$ cat src/hwm_pkg.sv
// Purpose: shared constants and carriers for the limit and alarm block
// Assumes: registers reached by an 8-bit index with read and write strobes
// Notes: limit values arrive as ports, not as RAM held here
package hwm_pkg;
  localparam logic [7:0] HWM_ADDR_CFG = 8'h40;
  localparam logic [7:0] HWM_ADDR_STS1 = 8'h41;
  localparam logic [7:0] HWM_ADDR_STS2 = 8'h42;
  localparam logic [7:0] HWM_ADDR_MASK1 = 8'h43;
  localparam logic [7:0] HWM_ADDR_MASK2 = 8'h44;
  localparam logic [7:0] HWM_ADDR_TEMPB = 8'h27;
  localparam logic [7:0] HWM_ADDR_TEMPA_HI = 8'h50;
  localparam logic [7:0] HWM_ADDR_TEMPA_LO = 8'h51;
  localparam logic [7:0] HWM_ADDR_TEMPA_CFG = 8'h52;
  localparam logic [7:0] HWM_RST_CFG = 8'h01;
  localparam logic [7:0] HWM_RST_ZERO = 8'h00;
  localparam logic [7:0] HWM_RST_MODE = 8'h00;
  localparam logic [7:0] HWM_HYST_CMP = 8'h7F;
  localparam int HWM_CFG_INIT = 7;
  localparam int HWM_CFG_BUZZ = 6;
  localparam int HWM_CFG_HALT = 3;
  localparam int HWM_CFG_IRQ_EN = 1;
  localparam int HWM_CFG_START = 0;
  localparam int HWM_OVT_LATCH = 2;
  localparam int HWM_TMODE_LSB = 0;
  localparam int HWM_LO_LSB = 7;
  localparam int HWM_NVOLT = 7;
  localparam int HWM_NFAN = 3;
  // Status bit positions
  localparam int HWM_S1_FANB = 7;
  localparam int HWM_S1_FANA = 6;
  localparam int HWM_S1_TEMPA = 5;
  localparam int HWM_S1_TEMPB = 4;
  localparam int HWM_S2_FANC = 3;
  localparam logic [7:0] HWM_S2_USED = 8'h0F;
  localparam logic [7:0] HWM_S1_USED = 8'hFD;

  typedef enum logic [1:0] {hwm_tm_cmp, hwm_tm_two, hwm_tm_one} hwm_tmode_t;

  typedef struct packed {
    logic [7:0] addr;
    logic wr;
    logic rd;
    logic [7:0] wdata;
  } hwm_bus_t;

  // One completed conversion round, all channels
  typedef struct packed {
    logic done;
    logic [8:0] temp_a;
    logic [7:0] temp_b;
    logic [HWM_NVOLT*8-1:0] volt;
    logic [HWM_NFAN*8-1:0] fan;
  } hwm_meas_t;

  typedef struct packed {
    logic [8:0] temp_a_over;
    logic [8:0] temp_a_hyst;
    logic [7:0] temp_b_over;
    logic [7:0] temp_b_hyst;
    logic [HWM_NVOLT*8-1:0] volt_hi;
    logic [HWM_NVOLT*8-1:0] volt_lo;
    logic [HWM_NFAN*8-1:0] fan_lim;
  } hwm_limits_t;
endpackage

$ cat src/hwm_alarm.sv
// Purpose: limit checks, alarm status, interrupt and overheat outputs
// Assumes: host index bus with read and write strobes, one cycle each
// Notes: conversions come from outside as one done pulse per round
`timescale 1ns/10ps
`default_nettype none
// Summary of operation
// RULE1 - Sensor B reads 8-bit whole degrees, sensor A 9-bit half degrees
// RULE2 - Sensor A upper eight bits at 50h, its LSB in 51h bit 7
// RULE3 - Sensor B hysteresis of 127 selects comparator interrupt mode
// RULE4 - Sensor B comparator mode re-raises each conversion above limit after a clear
// RULE5 - Sensor A comparator mode re-raises after clear until below hysteresis
// RULE6 - Sensor B hysteresis below over-limit selects two-times mode
// RULE7 - Two-times: raise on over, raise again below hysteresis if cleared
// RULE8 - Sensor A one-time mode raises only on exceeding over-limit
// RULE9 - Overheat latch bit 0: output active above limit until below hysteresis
// RULE10 - Latch bit 1: output latches until temperature read, then on dropping
// RULE11 - Voltages two-times: leaving window raises if previous cleared
// RULE12 - Fans two-times: crossing count limit raises if previous cleared
// RULE13 - Reading the status registers clears pending status
// RULE14 - Config bit 7 restores defaults and self-clears
// RULE15 - Config bit 6 drives the buzzer output low
// RULE16 - Config bit 3 disables interrupt and halts monitoring, status kept
// RULE17 - Interrupt output driven only while config bit 1 is set
// RULE18 - Config bit 0 starts monitoring; zero means standby
// RULE19 - Writing zero to config does not release interrupt outputs
// RULE20 - Status one: fans, temperatures, rails, bit 1 reserved
// RULE21 - Status two: fan C and rails, upper nibble zero
// RULE22 - Mask one bits block matching status bits from interrupt
// RULE23 - Sensor A interrupt mode is programmable, comparator after reset
// RULE24 - Interrupt low while any unmasked status set and enabled
module hwm_alarm (
  // Clock and reset
  input wire logic clk,
  input wire logic reset_n,
  // Host register access
  input wire hwm_pkg::hwm_bus_t bus,
  output logic [7:0] rdata,
  // Measurements and limits
  input wire hwm_pkg::hwm_meas_t meas,
  input wire hwm_pkg::hwm_limits_t lim,
  // Pins
  output logic system_mgmt_irq_n,
  output logic system_mgmt_irq_oe,
  output logic overheat_out_n,
  output logic buzzer_gp_out_n,
  output logic monitor_active
);
  import hwm_pkg::*;

  typedef struct packed {
    logic [7:0] cfg;
    logic [7:0] sts1;
    logic [7:0] sts2;
    logic [7:0] mask1;
    logic [7:0] mask2;
    logic [7:0] tcfg;
    logic [8:0] temp_a;
    logic [7:0] temp_b;
    logic a_armed;
    logic a_pend;
    logic b_over;
    logic b_pend;
    logic ovt_on;
    logic ovt_above;
    logic ovt_wait;
    logic [7:0] rdata;
  } hwm_state_t;
  hwm_state_t st_r, st_nxt;

  logic run;
  logic sample;
  logic rd_sts;
  logic [HWM_NVOLT-1:0] v_evt;
  logic [HWM_NFAN-1:0] f_evt;
  logic a_over, a_below, b_over, b_below;
  hwm_tmode_t a_mode, b_mode;

  // RULE16 RULE18 monitoring runs only when started and not halted
  assign run = st_r.cfg[HWM_CFG_START] && !st_r.cfg[HWM_CFG_HALT];
  assign sample = meas.done && run;
  assign rd_sts = bus.rd && (bus.addr == HWM_ADDR_STS1 || bus.addr == HWM_ADDR_STS2);

  // Signed compares, two's-complement temperatures
  assign a_over = $signed(meas.temp_a) > $signed(lim.temp_a_over);
  assign a_below = $signed(meas.temp_a) < $signed(lim.temp_a_hyst);
  assign b_over = $signed(meas.temp_b) > $signed(lim.temp_b_over);
  assign b_below = $signed(meas.temp_b) < $signed(lim.temp_b_hyst);

  // RULE23 sensor A mode from its config bits
  always_comb begin
    case (st_r.tcfg[HWM_TMODE_LSB +: 2])
      2'b01: a_mode = hwm_tm_two;
      2'b10: a_mode = hwm_tm_one;
      default: a_mode = hwm_tm_cmp;
    endcase
  end

  // RULE3 RULE6 sensor B mode set by hysteresis programming
  assign b_mode = (lim.temp_b_hyst == HWM_HYST_CMP) ? hwm_tm_cmp : hwm_tm_two;

  // Spare voltage channel is tracked like the rest but has no status bit
  genvar gi;
  generate
    for (gi = 0; gi < HWM_NVOLT; gi++) begin : g_volt
      hwm_edge_alarm u_volt ( // RULE11
        .clk(clk),
        .reset_n(reset_n),
        .sample(sample),
        .outside(meas.volt[gi*8 +: 8] > lim.volt_hi[gi*8 +: 8] ||
                 meas.volt[gi*8 +: 8] < lim.volt_lo[gi*8 +: 8]),
        .clear(st_r.cfg[HWM_CFG_INIT]),
        .event_p(v_evt[gi])
      );
    end
    for (gi = 0; gi < HWM_NFAN; gi++) begin : g_fan
      hwm_edge_alarm u_fan ( // RULE12
        .clk(clk),
        .reset_n(reset_n),
        .sample(sample),
        .outside(meas.fan[gi*8 +: 8] > lim.fan_lim[gi*8 +: 8]),
        .clear(st_r.cfg[HWM_CFG_INIT]),
        .event_p(f_evt[gi])
      );
    end
  endgenerate

  always_comb begin
    logic ev_a;
    logic ev_b;
    logic ovt_clr;
    logic ovt_set;
    logic [7:0] set1;
    logic [7:0] set2;
    ev_a = 1'b0;
    ev_b = 1'b0;
    ovt_clr = 1'b0;
    ovt_set = 1'b0;
    set1 = 8'h00;
    set2 = 8'h00;
    st_nxt = st_r;
    st_nxt.rdata = st_r.rdata;

    if (sample) begin
      st_nxt.temp_a = meas.temp_a; // RULE1
      st_nxt.temp_b = meas.temp_b; // RULE1
      // Sensor B interrupt
      case (b_mode)
        hwm_tm_cmp: begin
          // RULE4 fires on every conversion above limit once cleared
          ev_b = b_over && !st_r.b_pend;
        end
        default: begin
          // RULE7 over event, then below-hysteresis event
          if (!st_r.b_over && b_over) begin
            ev_b = 1'b1;
            st_nxt.b_over = 1'b1;
          end else if (st_r.b_over && b_below) begin
            ev_b = !st_r.b_pend;
            st_nxt.b_over = 1'b0;
          end
        end
      endcase
      // Sensor A interrupt
      case (a_mode)
        hwm_tm_cmp: begin
          // RULE5 armed from over-limit until below hysteresis
          if (a_over) begin
            st_nxt.a_armed = 1'b1;
          end else if (a_below) begin
            st_nxt.a_armed = 1'b0;
          end
          ev_a = (a_over || (st_r.a_armed && !a_below)) && !st_r.a_pend;
        end
        hwm_tm_two: begin
          // RULE7
          if (!st_r.a_armed && a_over) begin
            ev_a = 1'b1;
            st_nxt.a_armed = 1'b1;
          end else if (st_r.a_armed && a_below) begin
            ev_a = !st_r.a_pend;
            st_nxt.a_armed = 1'b0;
          end
        end
        default: begin
          // RULE8 rearm only after dropping below hysteresis
          if (!st_r.a_armed && a_over) begin
            ev_a = 1'b1;
            st_nxt.a_armed = 1'b1;
          end else if (st_r.a_armed && a_below) begin
            st_nxt.a_armed = 1'b0;
          end
        end
      endcase
      // Overheat output
      if (!st_r.tcfg[HWM_OVT_LATCH]) begin
        // RULE9
        if (a_over) begin
          st_nxt.ovt_on = 1'b1;
        end else if (a_below) begin
          st_nxt.ovt_on = 1'b0;
        end
      end else begin
        // RULE10 latch on crossing; a read waits for the drop
        if (!st_r.ovt_above && a_over) begin
          st_nxt.ovt_on = 1'b1;
          st_nxt.ovt_above = 1'b1;
          ovt_set = 1'b1;
        end else if (st_r.ovt_above && a_below) begin
          st_nxt.ovt_above = 1'b0;
          if (st_r.ovt_wait) begin
            st_nxt.ovt_on = 1'b1;
            ovt_set = 1'b1;
            st_nxt.ovt_wait = 1'b0;
          end
        end
      end
    end

    set1[HWM_S1_TEMPA] = ev_a;
    set1[HWM_S1_TEMPB] = ev_b;
    set1[HWM_S1_FANA] = f_evt[0];
    set1[HWM_S1_FANB] = f_evt[1];
    set1[0] = v_evt[0];
    set1[2] = v_evt[1];
    set1[3] = v_evt[2];
    set2[0] = v_evt[3];
    set2[1] = v_evt[4];
    set2[2] = v_evt[5];
    set2[HWM_S2_FANC] = f_evt[2];
    // v_evt[6] is the spare channel with no status bit
    if (ev_a) begin
      st_nxt.a_pend = 1'b1;
    end
    if (ev_b) begin
      st_nxt.b_pend = 1'b1;
    end

    // Register reads
    if (bus.rd) begin
      if (bus.addr == HWM_ADDR_CFG) begin
        st_nxt.rdata = st_r.cfg;
      end else if (bus.addr == HWM_ADDR_STS1) begin
        st_nxt.rdata = st_r.sts1 & HWM_S1_USED; // RULE20
      end else if (bus.addr == HWM_ADDR_STS2) begin
        st_nxt.rdata = st_r.sts2 & HWM_S2_USED; // RULE21
      end else if (bus.addr == HWM_ADDR_MASK1) begin
        st_nxt.rdata = st_r.mask1;
      end else if (bus.addr == HWM_ADDR_MASK2) begin
        st_nxt.rdata = st_r.mask2;
      end else if (bus.addr == HWM_ADDR_TEMPB) begin
        st_nxt.rdata = st_r.temp_b;
        ovt_clr = 1'b1;
      end else if (bus.addr == HWM_ADDR_TEMPA_HI) begin
        st_nxt.rdata = st_r.temp_a[8:1]; // RULE2
        ovt_clr = 1'b1;
      end else if (bus.addr == HWM_ADDR_TEMPA_LO) begin
        st_nxt.rdata = {st_r.temp_a[0], 7'h00}; // RULE2
        ovt_clr = 1'b1;
      end else if (bus.addr == HWM_ADDR_TEMPA_CFG) begin
        st_nxt.rdata = st_r.tcfg;
      end else begin
        st_nxt.rdata = HWM_RST_ZERO;
      end
    end

    // RULE10 temperature read releases a latched output
    // A fresh latch in the read cycle wins, or the host would miss it
    if (ovt_clr && st_r.tcfg[HWM_OVT_LATCH] && st_r.ovt_on && !ovt_set) begin
      st_nxt.ovt_on = 1'b0;
      st_nxt.ovt_wait = st_r.ovt_above;
    end

    // RULE13 read clears; a same-cycle event still sets
    if (rd_sts) begin
      st_nxt.sts1 = set1;
      st_nxt.sts2 = set2;
      st_nxt.a_pend = ev_a;
      st_nxt.b_pend = ev_b;
    end else begin
      st_nxt.sts1 = st_r.sts1 | set1;
      st_nxt.sts2 = st_r.sts2 | set2;
    end

    // Register writes; RULE19 config write leaves status alone unless bit 7 restores defaults
    if (bus.wr) begin
      if (bus.addr == HWM_ADDR_CFG) begin
        st_nxt.cfg = bus.wdata;
      end else if (bus.addr == HWM_ADDR_MASK1) begin
        st_nxt.mask1 = bus.wdata;
      end else if (bus.addr == HWM_ADDR_MASK2) begin
        st_nxt.mask2 = bus.wdata & HWM_S2_USED;
      end else if (bus.addr == HWM_ADDR_TEMPA_CFG) begin
        st_nxt.tcfg = bus.wdata;
      end
    end

    // RULE14 restore defaults one cycle after the write, bit self-clears
    if (st_r.cfg[HWM_CFG_INIT]) begin
      st_nxt = '0;
      st_nxt.cfg = HWM_RST_CFG;
      st_nxt.tcfg = HWM_RST_MODE;
      st_nxt.rdata = st_r.rdata;
    end
  end

  always_ff @(posedge clk or negedge reset_n) begin
    if (!reset_n) begin
      st_r <= '0;
      st_r.cfg <= HWM_RST_CFG;
      st_r.tcfg <= HWM_RST_MODE;
    end else begin
      st_r <= st_nxt;
    end
  end

  assign rdata = st_r.rdata;
  assign monitor_active = run;
  // RULE22 RULE24 any unmasked status pulls the line low
  assign system_mgmt_irq_n = !(|(st_r.sts1 & ~st_r.mask1) || |(st_r.sts2 & ~st_r.mask2));
  // RULE16 RULE17 output enabled only with bit 1 set and bit 3 clear
  assign system_mgmt_irq_oe = st_r.cfg[HWM_CFG_IRQ_EN] && !st_r.cfg[HWM_CFG_HALT];
  assign overheat_out_n = !st_r.ovt_on;
  assign buzzer_gp_out_n = !st_r.cfg[HWM_CFG_BUZZ]; // RULE15
endmodule
`default_nettype wire

$ cat src/hwm_edge_alarm.sv
// Purpose: two-times alarm event for one voltage or fan channel
// Assumes: one comparison result per completed conversion
// Notes: event on every change of the out-of-limit state
`timescale 1ns/10ps
`default_nettype none
module hwm_edge_alarm (
  // Clock and reset
  input wire logic clk,
  input wire logic reset_n,
  // Comparison
  input wire logic sample,
  input wire logic outside,
  input wire logic clear,
  // Result
  output logic event_p
);
  typedef struct packed {
    logic outside;
  } hwm_ea_state_t;
  hwm_ea_state_t st_r, st_nxt;

  always_comb begin
    st_nxt = st_r;
    event_p = 1'b0;
    if (clear) begin
      st_nxt.outside = 1'b0;
    end else if (sample) begin
      st_nxt.outside = outside;
      // Both entering and leaving the limit window report
      event_p = outside != st_r.outside;
    end
  end

  always_ff @(posedge clk or negedge reset_n) begin
    if (!reset_n) begin
      st_r <= '0;
    end else begin
      st_r <= st_nxt;
    end
  end
endmodule
`default_nettype wire

$ cat config.mk
export PLATFORM = sky130hd
export DESIGN_NAME = hwm_alarm
export DESIGN_NICKNAME = d
export VERILOG_FILES = /design/src/hwm_pkg.sv /design/src/hwm_alarm.sv /design/src/hwm_edge_alarm.sv
export SDC_FILE = /design/constraint.sdc
export NUM_CORES = 1
export LEC_CHECK = 0
export BUFFER_PORTS_ARGS = -buffer_cell sky130_fd_sc_hd__buf_2
export CORE_MARGIN = 5
export CORE_UTILIZATION = 45
export CTS_CLUSTER_SIZE = 24
export DETAILED_ROUTE_END_ITERATION = 7
export PLACE_DENSITY_LB_ADDON = 0.12
export SLEW_MARGIN = 20
export SYNTH_ARGS = -nofsm -noshare
export SYNTH_HDL_FRONTEND = slang
export SYNTH_SLANG_ARGS = --single-unit
$ cat constraint.sdc
create_clock -name clk -period 1.6 [get_ports clk]
set_input_delay 0.16 -clock clk [delete_from_list [all_inputs] [get_ports clk]]
set_output_delay 0.16 -clock clk [all_outputs]
set_load 0.05 [all_outputs]
==> flow_metrics.tcl, run 1 <==
set metrics [dict create \
    utilization_pct 63.6 \
    wirelength_um 23400 \
    fin_cells 1570 \
    hold_depth 3 \
    yosysTopAreaCellShare_pct 24.9 \
    vdd_drop_max_v 0.000708 \
    synth.area.top_cells "dfrtp_1 (25%), ha_1 (23%), inv_1 (8.1%), nand2_1 (4.8%), a21oi_1 (4.4%)" \
    grt_max_degree 42 \
    die_w_um 143 \
    met3_length_um 1710 \
    cts-buffers-inserted 9 \
    dp_worst_setup_slack_ns -0.481 \
    dr.pass1.iters 6 \
    clock-root-buffer "clkbuf_16" \
    start_util_pct 45.8 \
    layout_commonest_cell "buf_2" \
    met1_length_um 9940 \
    boundaryPins 301 \
    antennaDiodeCount 0 \
    fin_total_pwr_uw 6960 \
    end_kind "output pin" \
    gr-total-overflow 0 \
    worstMarginPinSlew_ns 0.413 \
    holdWs_ns 0.0744 \
    syn_area_um2 7930 \
    vias 8214 \
    nets 1776 \
    syn_inst 983 \
    fp.dieH_um 143 \
    ys_async_sr_fraction_pct 100 \
    clock_sinks 80 \
    leakage_uw 0.00619 \
    setup_ws_ns -0.193 \
    wire_per_inst_um 14.9 \
    ant_nets 0 \
    syn-num-nets 1419 \
    clkLatencyLatePin_ns 0.35 \
    clockBufferDepth 2 \
    crit_required_ns 1.44 \
    final_layout_size_suffix_gt1_share_pct 34.2 \
    relSlewSlack_pct 72.5 \
    layout-area-overhead-vs-synth_pct 38.8 \
    drc_errors 0 \
    crit_path_max_fanout 2 \
    grt_pass1_vias 7965 \
    cts_tree "done" \
    synth_cell_types 73 \
    synth_seq_cells 80 \
    placed_cells 1538 \
    yosys_warnings 0 \
    ys_seq_area_share_pct 25.3 \
    antenna_found_initial 0 \
    rows 48 \
    finalMaxSlewViolations 0 \
    finalCritPeriodShare_pct 112 \
    drv_cap 0 \
    finalSetupViolCount 16 \
    critPathKind "flip-flop to output pin" \
    grt_pass1_wl_um 36600 \
    htree_levels 3 \
    fmax_ghz 0.558 \
    startpoint_type "flip-flop" \
    core-area_um2 17300 \
    status "finished, violations left" \
    final_cell_mix "buf_2 (272), inv_1 (167), ha_1 (146), nand2_1 (99), buf_4 (91)" \
    dieArea_um2 20400 \
    r2r_cells 7 \
    path_clk_slew_ns 0.06 \
    grt_usage_pct 21.9 \
    hold_violations 0 \
    failed_checks "setup timing" \
    rsz0062_at_grt "yes" \
    arrival_ns 1.63 \
    gp_congestion 0.887 \
    hp-class "input pin to flip-flop" \
    drt_iter0_drc 484 \
    p_per_area_nw_per_um2 632 \
    avgViaCountPerCell 5.23 \
    wl_met2_um 11400 \
    highest_layer "met4" \
    finalClockSkew_ns 0.00844 \
    numPortBuffers 276 \
    dp_hpwl_um 19300 \
    synthFlopType "dfrtp_1" \
    synth-edff-count 0 \
    period_needed_ns 1.79 \
    synth.avg_cell_area_um2 8.06 \
    yosysTopAreaCell "dfrtp_1" \
]
per-stage QoR:
stage                     TNS, ns  instance area (µm²)
after CTS                  -0.292                10600
final                      -0.595                11000
after global placement     -15.32                10200
after global routing        -1.69                11000
after detailed placement   -16.28                10200
after floorplan             -8.73                 8040
final timing paths:
check / from / end / slack [ns]
max: st_r[71] / system_mgmt_irq_n / -0.19
min: meas[80] / st_r[15] / 0.07
max reg2reg: st_r[32] / st_r[69] / -0.01
min reg2reg: rdata[7] / rdata[7] / 0.48
max in group asynchronous: reset_n / st_r[72] / 0.77
min in group asynchronous: reset_n / g_volt[5].u_volt.st_r / 0.25
area by class of cell:
type | count | area [µm²]
Inverter | 173 | 649
Timing Repair Buffer | 376 | 2230
Clock inverter | 5 | 103
Sequential cell | 80 | 2000
Multi-Input combinational cell | 700 | 5480
Fill cell | 1548 | 6290
Clock buffer | 11 | 253
Tap cell | 225 | 282
cell families after synthesis:
logic type               synth area share [%]
AO/OA/AOI/OAI                            21.5
XOR/XNOR                                0.221
adder cells (fa/ha/maj)                  23.4
buffers and inverters                    10.2
flip-flops                               25.3
multiplexers                             2.29
AND/OR/NAND/NOR                          17.2
flip-flops by register name, summed over array words and instances, names as in the netlist:
signal and count:
g_fan.u_fan.st_r 3, rdata 8, st_r 63, g_volt.u_volt.st_r 6
per-layer routing:
layer	vias to the layer above	GRT usage, %
li1	4155	-
met5	-	0
met1	3772	28.6
met2	262	37.7
met3	25	4.35
met4	0	4.45
power breakdown:
part	internal (µW)	leakage, µW	switching [µW]
combinational	1060	0.00505	1110
clock	1610	0.000172	834
sequential	2200	0.000973	152
total	4870	0.00619	2090
critical path: stages, from the launching register on:
cell and delay, ns:
dfrtp_1 0.39, inv_2 0.07, o22ai_2 0.08, a221oi_2 0.22, nand2_1 0.13, a211oi_4 0.21, buf_6 0.19
Yosys cell counts (3+ instances only):
cell and number:
a221oi_1 12, o211ai_1 12, a22o_1 3, and3_1 6, ha_1 148, inv_1 172, mux2i_1 17, o22ai_1 5
buf_4 8, a21oi_1 69, nor3_1 19, or3_1 8, and2_1 4, nor2_1 42, a21o_1 27, nand4_1 13
o21ai_0 51, dfrtp_1 79, a32o_1 6, nand2b_1 15, o2111ai_1 4, clkbuf_1 18, a211oi_1 13, nor2b_1 16
a31oi_1 3, o21bai_1 4, o211a_1 3, nand2_1 102, o31ai_1 3, o21a_1 10, nand3_1 28, a22oi_1 8
or2_2 3, nor3b_1 3
timing repair:
action,4_1_cts,5_1_grt
buffers inserted,2,12
hold buffers,1,0
endpoints found under the hold margin,21,0
endpoints found under the setup margin,9,42
gates resized for setup,19,57
pin swaps,5,26
cloned,0,1
(Power assumes the default switching activity.)
==> inputs of run 2 (changes only) <==
CELL_PAD_IN_SITES_DETAIL_PLACEMENT = 0   (was not set)
CELL_PAD_IN_SITES_GLOBAL_PLACEMENT = 1   (was not set)
CORE_UTILIZATION = 33   (was 45)
GPL_TIMING_DRIVEN = 0   (was not set)
==> run 2 against run 1 <==
Effect of this change:
- the flow still finishes with violations (setup timing)
- non-clock buffer count decreased by 37
- routed wire length increased by 6.3%
- final area decreased by 1.5%
- global-route usage decreased by 3.8 points
- combinational power decreased by 3%
- sequential share of layout area increased by 0.27 points
- clock-buffer cell count increased by 1
- largest cell class unchanged
- highest routed layer is now met5
- sequential cell count unchanged
==> flow_metrics.tcl, run 2 (synthesis gave the netlist of run 1 again) <==
set metrics [dict create \
    clkLatencyLatePin_ns 0.34 \
    seqPwrFrac_pct 37.1 \
    dieArea_um2 27200 \
    start_util_pct 33.7 \
    critPathKind "flip-flop to output pin" \
    setup_ws_ns -0.200 \
    largest_register_ffs 63 \
    path_buf_inv 2 \
    leakage_uw 0.00601 \
    htree_levels 3 \
    fin_total_pwr_uw 6340 \
    finalMaxSlewViolations 0 \
    fin_cells 1623 \
    numPortBuffers 276 \
    gp_congestion 0.878 \
    relSlewSlack_pct 54.4 \
    hold_violations 0 \
    dp_worst_setup_slack_ns -0.859 \
    rsz0062_at_grt "yes" \
    crit_required_ns 1.44 \
    final_layout_size_suffix_gt1_share_pct 32.9 \
    holdWs_ns 0.0905 \
    clockBufferDepth 2 \
    grt_pass1_wl_um 39400 \
    failed_checks "setup timing" \
    die_w_um 165 \
    max_stage_delay_ns 0.40 \
    grt_usage_pct 18.1 \
    end_kind "output pin" \
    arrival_ns 1.64 \
    combPwrFrac_pct 32.9 \
    layout_commonest_cell "buf_2" \
    pwr-share-clk_pct 29.9 \
    grt_max_degree 50 \
    drt_iter0_drc 327 \
    dp_hpwl_um 20700 \
    p_per_area_nw_per_um2 585 \
    clock_sinks 80 \
    period_needed_ns 1.80 \
    grt_pass1_vias 8048 \
    cts_tree "done" \
    regMostFlops "st_r" \
    rows 56 \
    drv_cap 0 \
    finalClockSkew_ns 0.00333 \
    placed_cells 1579 \
    gr-total-overflow 0 \
    cts-buffers-inserted 9 \
    vias 7940 \
    wirelength_um 24800 \
    wire_per_inst_um 15.3 \
    ant_nets 0 \
    nets 1738 \
    netSwitchingPower_uw 2050 \
    finalCritPeriodShare_pct 113 \
    hp-class "input pin to flip-flop" \
    avgViaCountPerCell 4.89 \
    final_cell_mix "buf_2 (273), inv_1 (169), ha_1 (143), nand2_1 (96), dfrtp_1 (78)" \
    intPower_uw 4300 \
    fmax_ghz 0.555 \
    antennaDiodeCount 0 \
    boundaryPins 301 \
    fp.dieH_um 165 \
    antenna_found_initial 2 \
    finalSetupViolCount 14 \
    drc_errors 0 \
    status "finished, violations left" \
    worstMarginPinSlew_ns 0.684 \
    layout-area-overhead-vs-synth_pct 36.8 \
    switching_share_pct 32.3 \
    vdd_drop_max_v 0.000452 \
    reg2reg_slack_ns 0 \
    path_clk_slew_ns 0.06 \
    dr.pass1.iters 4 \
    clock-root-buffer "clkbuf_16" \
    worstPathCellList "inv_1 -> o22ai_1 -> a221oi_1 -> nand2_1 -> a211oi_4 -> buf_6" \
    crit_family "compound AO/OA/AOI/OAI gates" \
    crit_path_max_fanout 2 \
    startpoint_type "flip-flop" \
    worst_path_max_delay_cell "dfrtp_1" \
    core-area_um2 23500 \
]
run 2: routing by layer:
layer / vias to the layer above / GRT usage (%) / share of wire [%]
li1: 4078 / - / -
met1: 3622 / 23.1 / 44
met2: 215 / 31.2 / 49
met3: 21 / 4.62 / 6.9
met4: 4 / 3.25 / 0.83
met5: - / 0 / 0.093
run 2: through the flow:
step	util [%]	setup TNS (ns)	area, µm²
after global routing	46.1	-2.70	10800
after detailed placement	41.8	-31.05	9850
after global placement	41.7	-63.73	9820
after floorplan	-	-8.73	8040
after CTS	44.5	-2.46	10500
final	46.1	-0.831	10800
run 2: worst paths after layout:
path	startpoint	endpoint	cells after the start
max	st_r[70]	system_mgmt_irq_n	6
max reg2reg	st_r[72]	st_r[9]	5
min	meas[93]	st_r[28]	3
max in group asynchronous	reset_n	g_volt[3].u_volt.st_r	3
min reg2reg	st_r[13]	st_r[13]	2
min in group asynchronous	reset_n	st_r[30]	2
run 2: worst register-to-register path, delay by kind of cell (launching register included):
| kind | cells | cell delay (ns) |
|---|---|---|
| AND/OR/NAND/NOR | 4 | 0.88 |
| AO/OA/AOI/OAI | 1 | 0.11 |
| flip-flops | 1 | 0.54 |
run 2: cell type report:
type                       instances  area (µm²)
buffer                            27         190
clock buffer                      12         256
clock inverter                     1        5.00
fill                            2481       12700
inverter                         173         651
multi-input combinational        699        5590
sequential                        80        2000
tap                              319         399
timing repair buffer             312        1750
run 2: timing repair:
| action | in CTS | in global routing |
|---|---|---|
| pin swaps | 22 | 28 |
| hold buffers | 1 | 0 |
| setup endpoints to repair | 60 | 71 |
| buffers inserted | 18 | 16 |
| gates cloned | 1 | 0 |
| resized for setup | 58 | 72 |
| hold endpoints to repair | 47 | 0 |
run 2: power groups by stage:
stage	combinational, µW	clock, µW	sequential, µW
final	2090	1900	2360
after CTS	2030	1930	2350
after floorplan	1210	0	2330
after detailed placement	1950	0	2380
after global placement	1930	0	2380
after global routing	2420	2020	2380
==> inputs of run 3 (changes only) <==
CORE_UTILIZATION = 39   (was 33)
PLACE_DENSITY_LB_ADDON = 0.1   (was 0.12)
clock period = 2.2 ns   (was 1.6 ns; I/O delays follow)
==> run 3 against run 2 <==
Effect of this change:
- the flow now finishes without violations
- worst hold slack improved by 0.060 ns
- core utilization rose by 3.9 points
- final area fell by 7.4%
- critical path depth rose by 2
- worst setup slack improved by 0.33 ns
- combinational power fell by 34%
- total power fell by 25%
- clock-buffer cell count rose by 2
- non-clock buffer count fell by 31
- first-iteration DRC count rose by 21%
- via count fell by 3.0%
- final cell count fell by 4.7%
- critical endpoint is now rdata[1]
- largest cell class unchanged
==> flow_metrics.tcl, run 3 (synthesis gave the netlist of run 1 again) <==
set metrics [dict create \
    status "complete, no violations" \
    arrival_ns 2.34 \
    rsz0062_at_grt "no" \
    fin_total_pwr_uw 4770 \
    drc_errors 0 \
    highest_layer "met4" \
    critPathKind "input pin to flip-flop" \
    leakage_uw 0.00569 \
    clock-root-buffer "clkbuf_16" \
    crit_path_max_fanout 10 \
    met3_length_um 1470 \
    final_cell_mix "buf_2 (277), inv_1 (172), ha_1 (148), nand2_1 (102), dfrtp_1 (79)" \
    vdd_drop_max_v 0.000319 \
    htree_levels 3 \
    p_per_area_nw_per_um2 475 \
    dp_worst_setup_slack_ns -0.284 \
    clockBufferDepth 2 \
    drv_cap 0 \
    regMostFlops "st_r" \
    grt_usage_pct 19.4 \
    gr-total-overflow 0 \
    layout-area-overhead-vs-synth_pct 26.6 \
    avgViaCountPerCell 4.98 \
    layout_commonest_cell "buf_2" \
    dieArea_um2 23300 \
    worstMarginPinSlew_ns 0.855 \
    cts_tree "done" \
    die_w_um 153 \
    core-area_um2 20100 \
    relSlewSlack_pct 42.5 \
    ant_nets 0 \
    dr.pass1.iters 5 \
    finalCritPeriodShare_pct 94.1 \
    startpoint_type "input pin" \
    antennaDiodeCount 0 \
    cts-buffers-inserted 9 \
    clock_sinks 80 \
    clkLatencyLatePin_ns 0.34 \
    crit_required_ns 2.47 \
    met1_length_um 10200 \
    start_util_pct 39.4 \
    gp_congestion 0.884 \
    rows 52 \
    path_clk_slew_ns 0.06 \
    fp.dieH_um 153 \
    setup_ws_ns 0.129 \
    hp-class "input pin to flip-flop" \
    wl_met2_um 11100 \
    end_kind "flip-flop" \
    hold_violations 0 \
    wirelength_um 23100 \
    grt_max_degree 47 \
    numPortBuffers 276 \
    vias 7702 \
    boundaryPins 301 \
    num-fill-cells 2020 \
    grt_pass1_wl_um 37500 \
    nets 1707 \
    finalSetupViolCount 0 \
    period_needed_ns 2.07 \
    final_layout_size_suffix_gt1_share_pct 25.2 \
    finalMaxSlewViolations 0 \
    finalClockSkew_ns 0.00492 \
    utilization_pct 49.9 \
    antenna_found_initial 0 \
    dp_hpwl_um 19800 \
    fmax_ghz 0.483 \
    drt_iter0_drc 395 \
    largest_register_ffs 63 \
    wire_per_inst_um 14.9 \
    grt_pass1_vias 7662 \
]
## run 3: cell types whose count changed in the layout (fill, tap and decap cells not counted), moves of 6 or more
cell / change
a22oi_2: -7
buf_4: -23
o21ai_1: -10
nand2_1: +6
clkbuf_1: +10
a221oi_1: +6
a221oi_2: -6
a22oi_1: +7
buf_6: -15
o21ai_0: +12
## run 3: layout make-up
type                            instances  area, µm²  area share [%]
Multi-Input combinational cell        699       5140            51.2
Sequential cell                        80       2000            20.0
Timing Repair Buffer                  278       1420            14.2
Inverter                              173        649            6.47
Tap cell                              270        338            3.37
Clock buffer                           14        274            2.73
Buffer                                 30        155            1.55
Clock inverter                          2       60.1           0.598
## run 3: where the power goes
group | internal, µW | switching, µW
Sequential | 1600 | 102
Clock | 1090 | 590
Combinational | 640 | 743
Total | 3330 | 1430
## run 3: repair_timing
action | 4_1_cts | 5_1_grt
setup endpoints to repair | 8 | 9
endpoints found under the hold margin | 34 | 0
pin swaps | 0 | 0
setup buffers | 0 | 0
hold buffers | 1 | 0
gates resized for setup | 1 | 4
## run 3: metal layers
layer / up-vias / track usage [%]
met5: - / 0
met4: 0 / 4.79
met3: 22 / 4.17
met2: 215 / 32.6
met1: 3442 / 25.6
li1: 4023 / -
## run 3: path summary, 6_finish.rpt
path | cells after the start | end | slack (ns) | startpoint
min reg2reg | 2 | rdata[3] | 0.48 | rdata[3]
min in group asynchronous | 2 | st_r[25] | 0.38 | reset_n
max reg2reg | 6 | st_r[13] | 0.25 | st_r[72]
min | 3 | st_r[24] | 0.15 | meas[89]
max in group asynchronous | 3 | st_r[72] | 1.16 | reset_n
max | 8 | rdata[1] | 0.13 | bus[11]
## run 3: worst max-delay path, cell delays in order
cell      delay [ns]
buf_2           0.11
clkbuf_1        0.27
or3b_2          0.60
a211oi_1        0.49
a221oi_1        0.12
a22oi_1         0.25
a31oi_1         0.11
o21ai_0         0.17
## run 3: stage by stage
step,instance area [µm²],hold WS [ns],instances,setup TNS [ns]
5_1_grt,10000,0.154,1546,0
6_report,10000,0.151,1546,0
4_1_cts,10000,0.144,1546,0
3_5_place_dp,9690,0.218,1530,-6.06
2_1_floorplan,7930,-0.0756,983,0
3_3_place_gp,9650,0.464,1529,-6.82
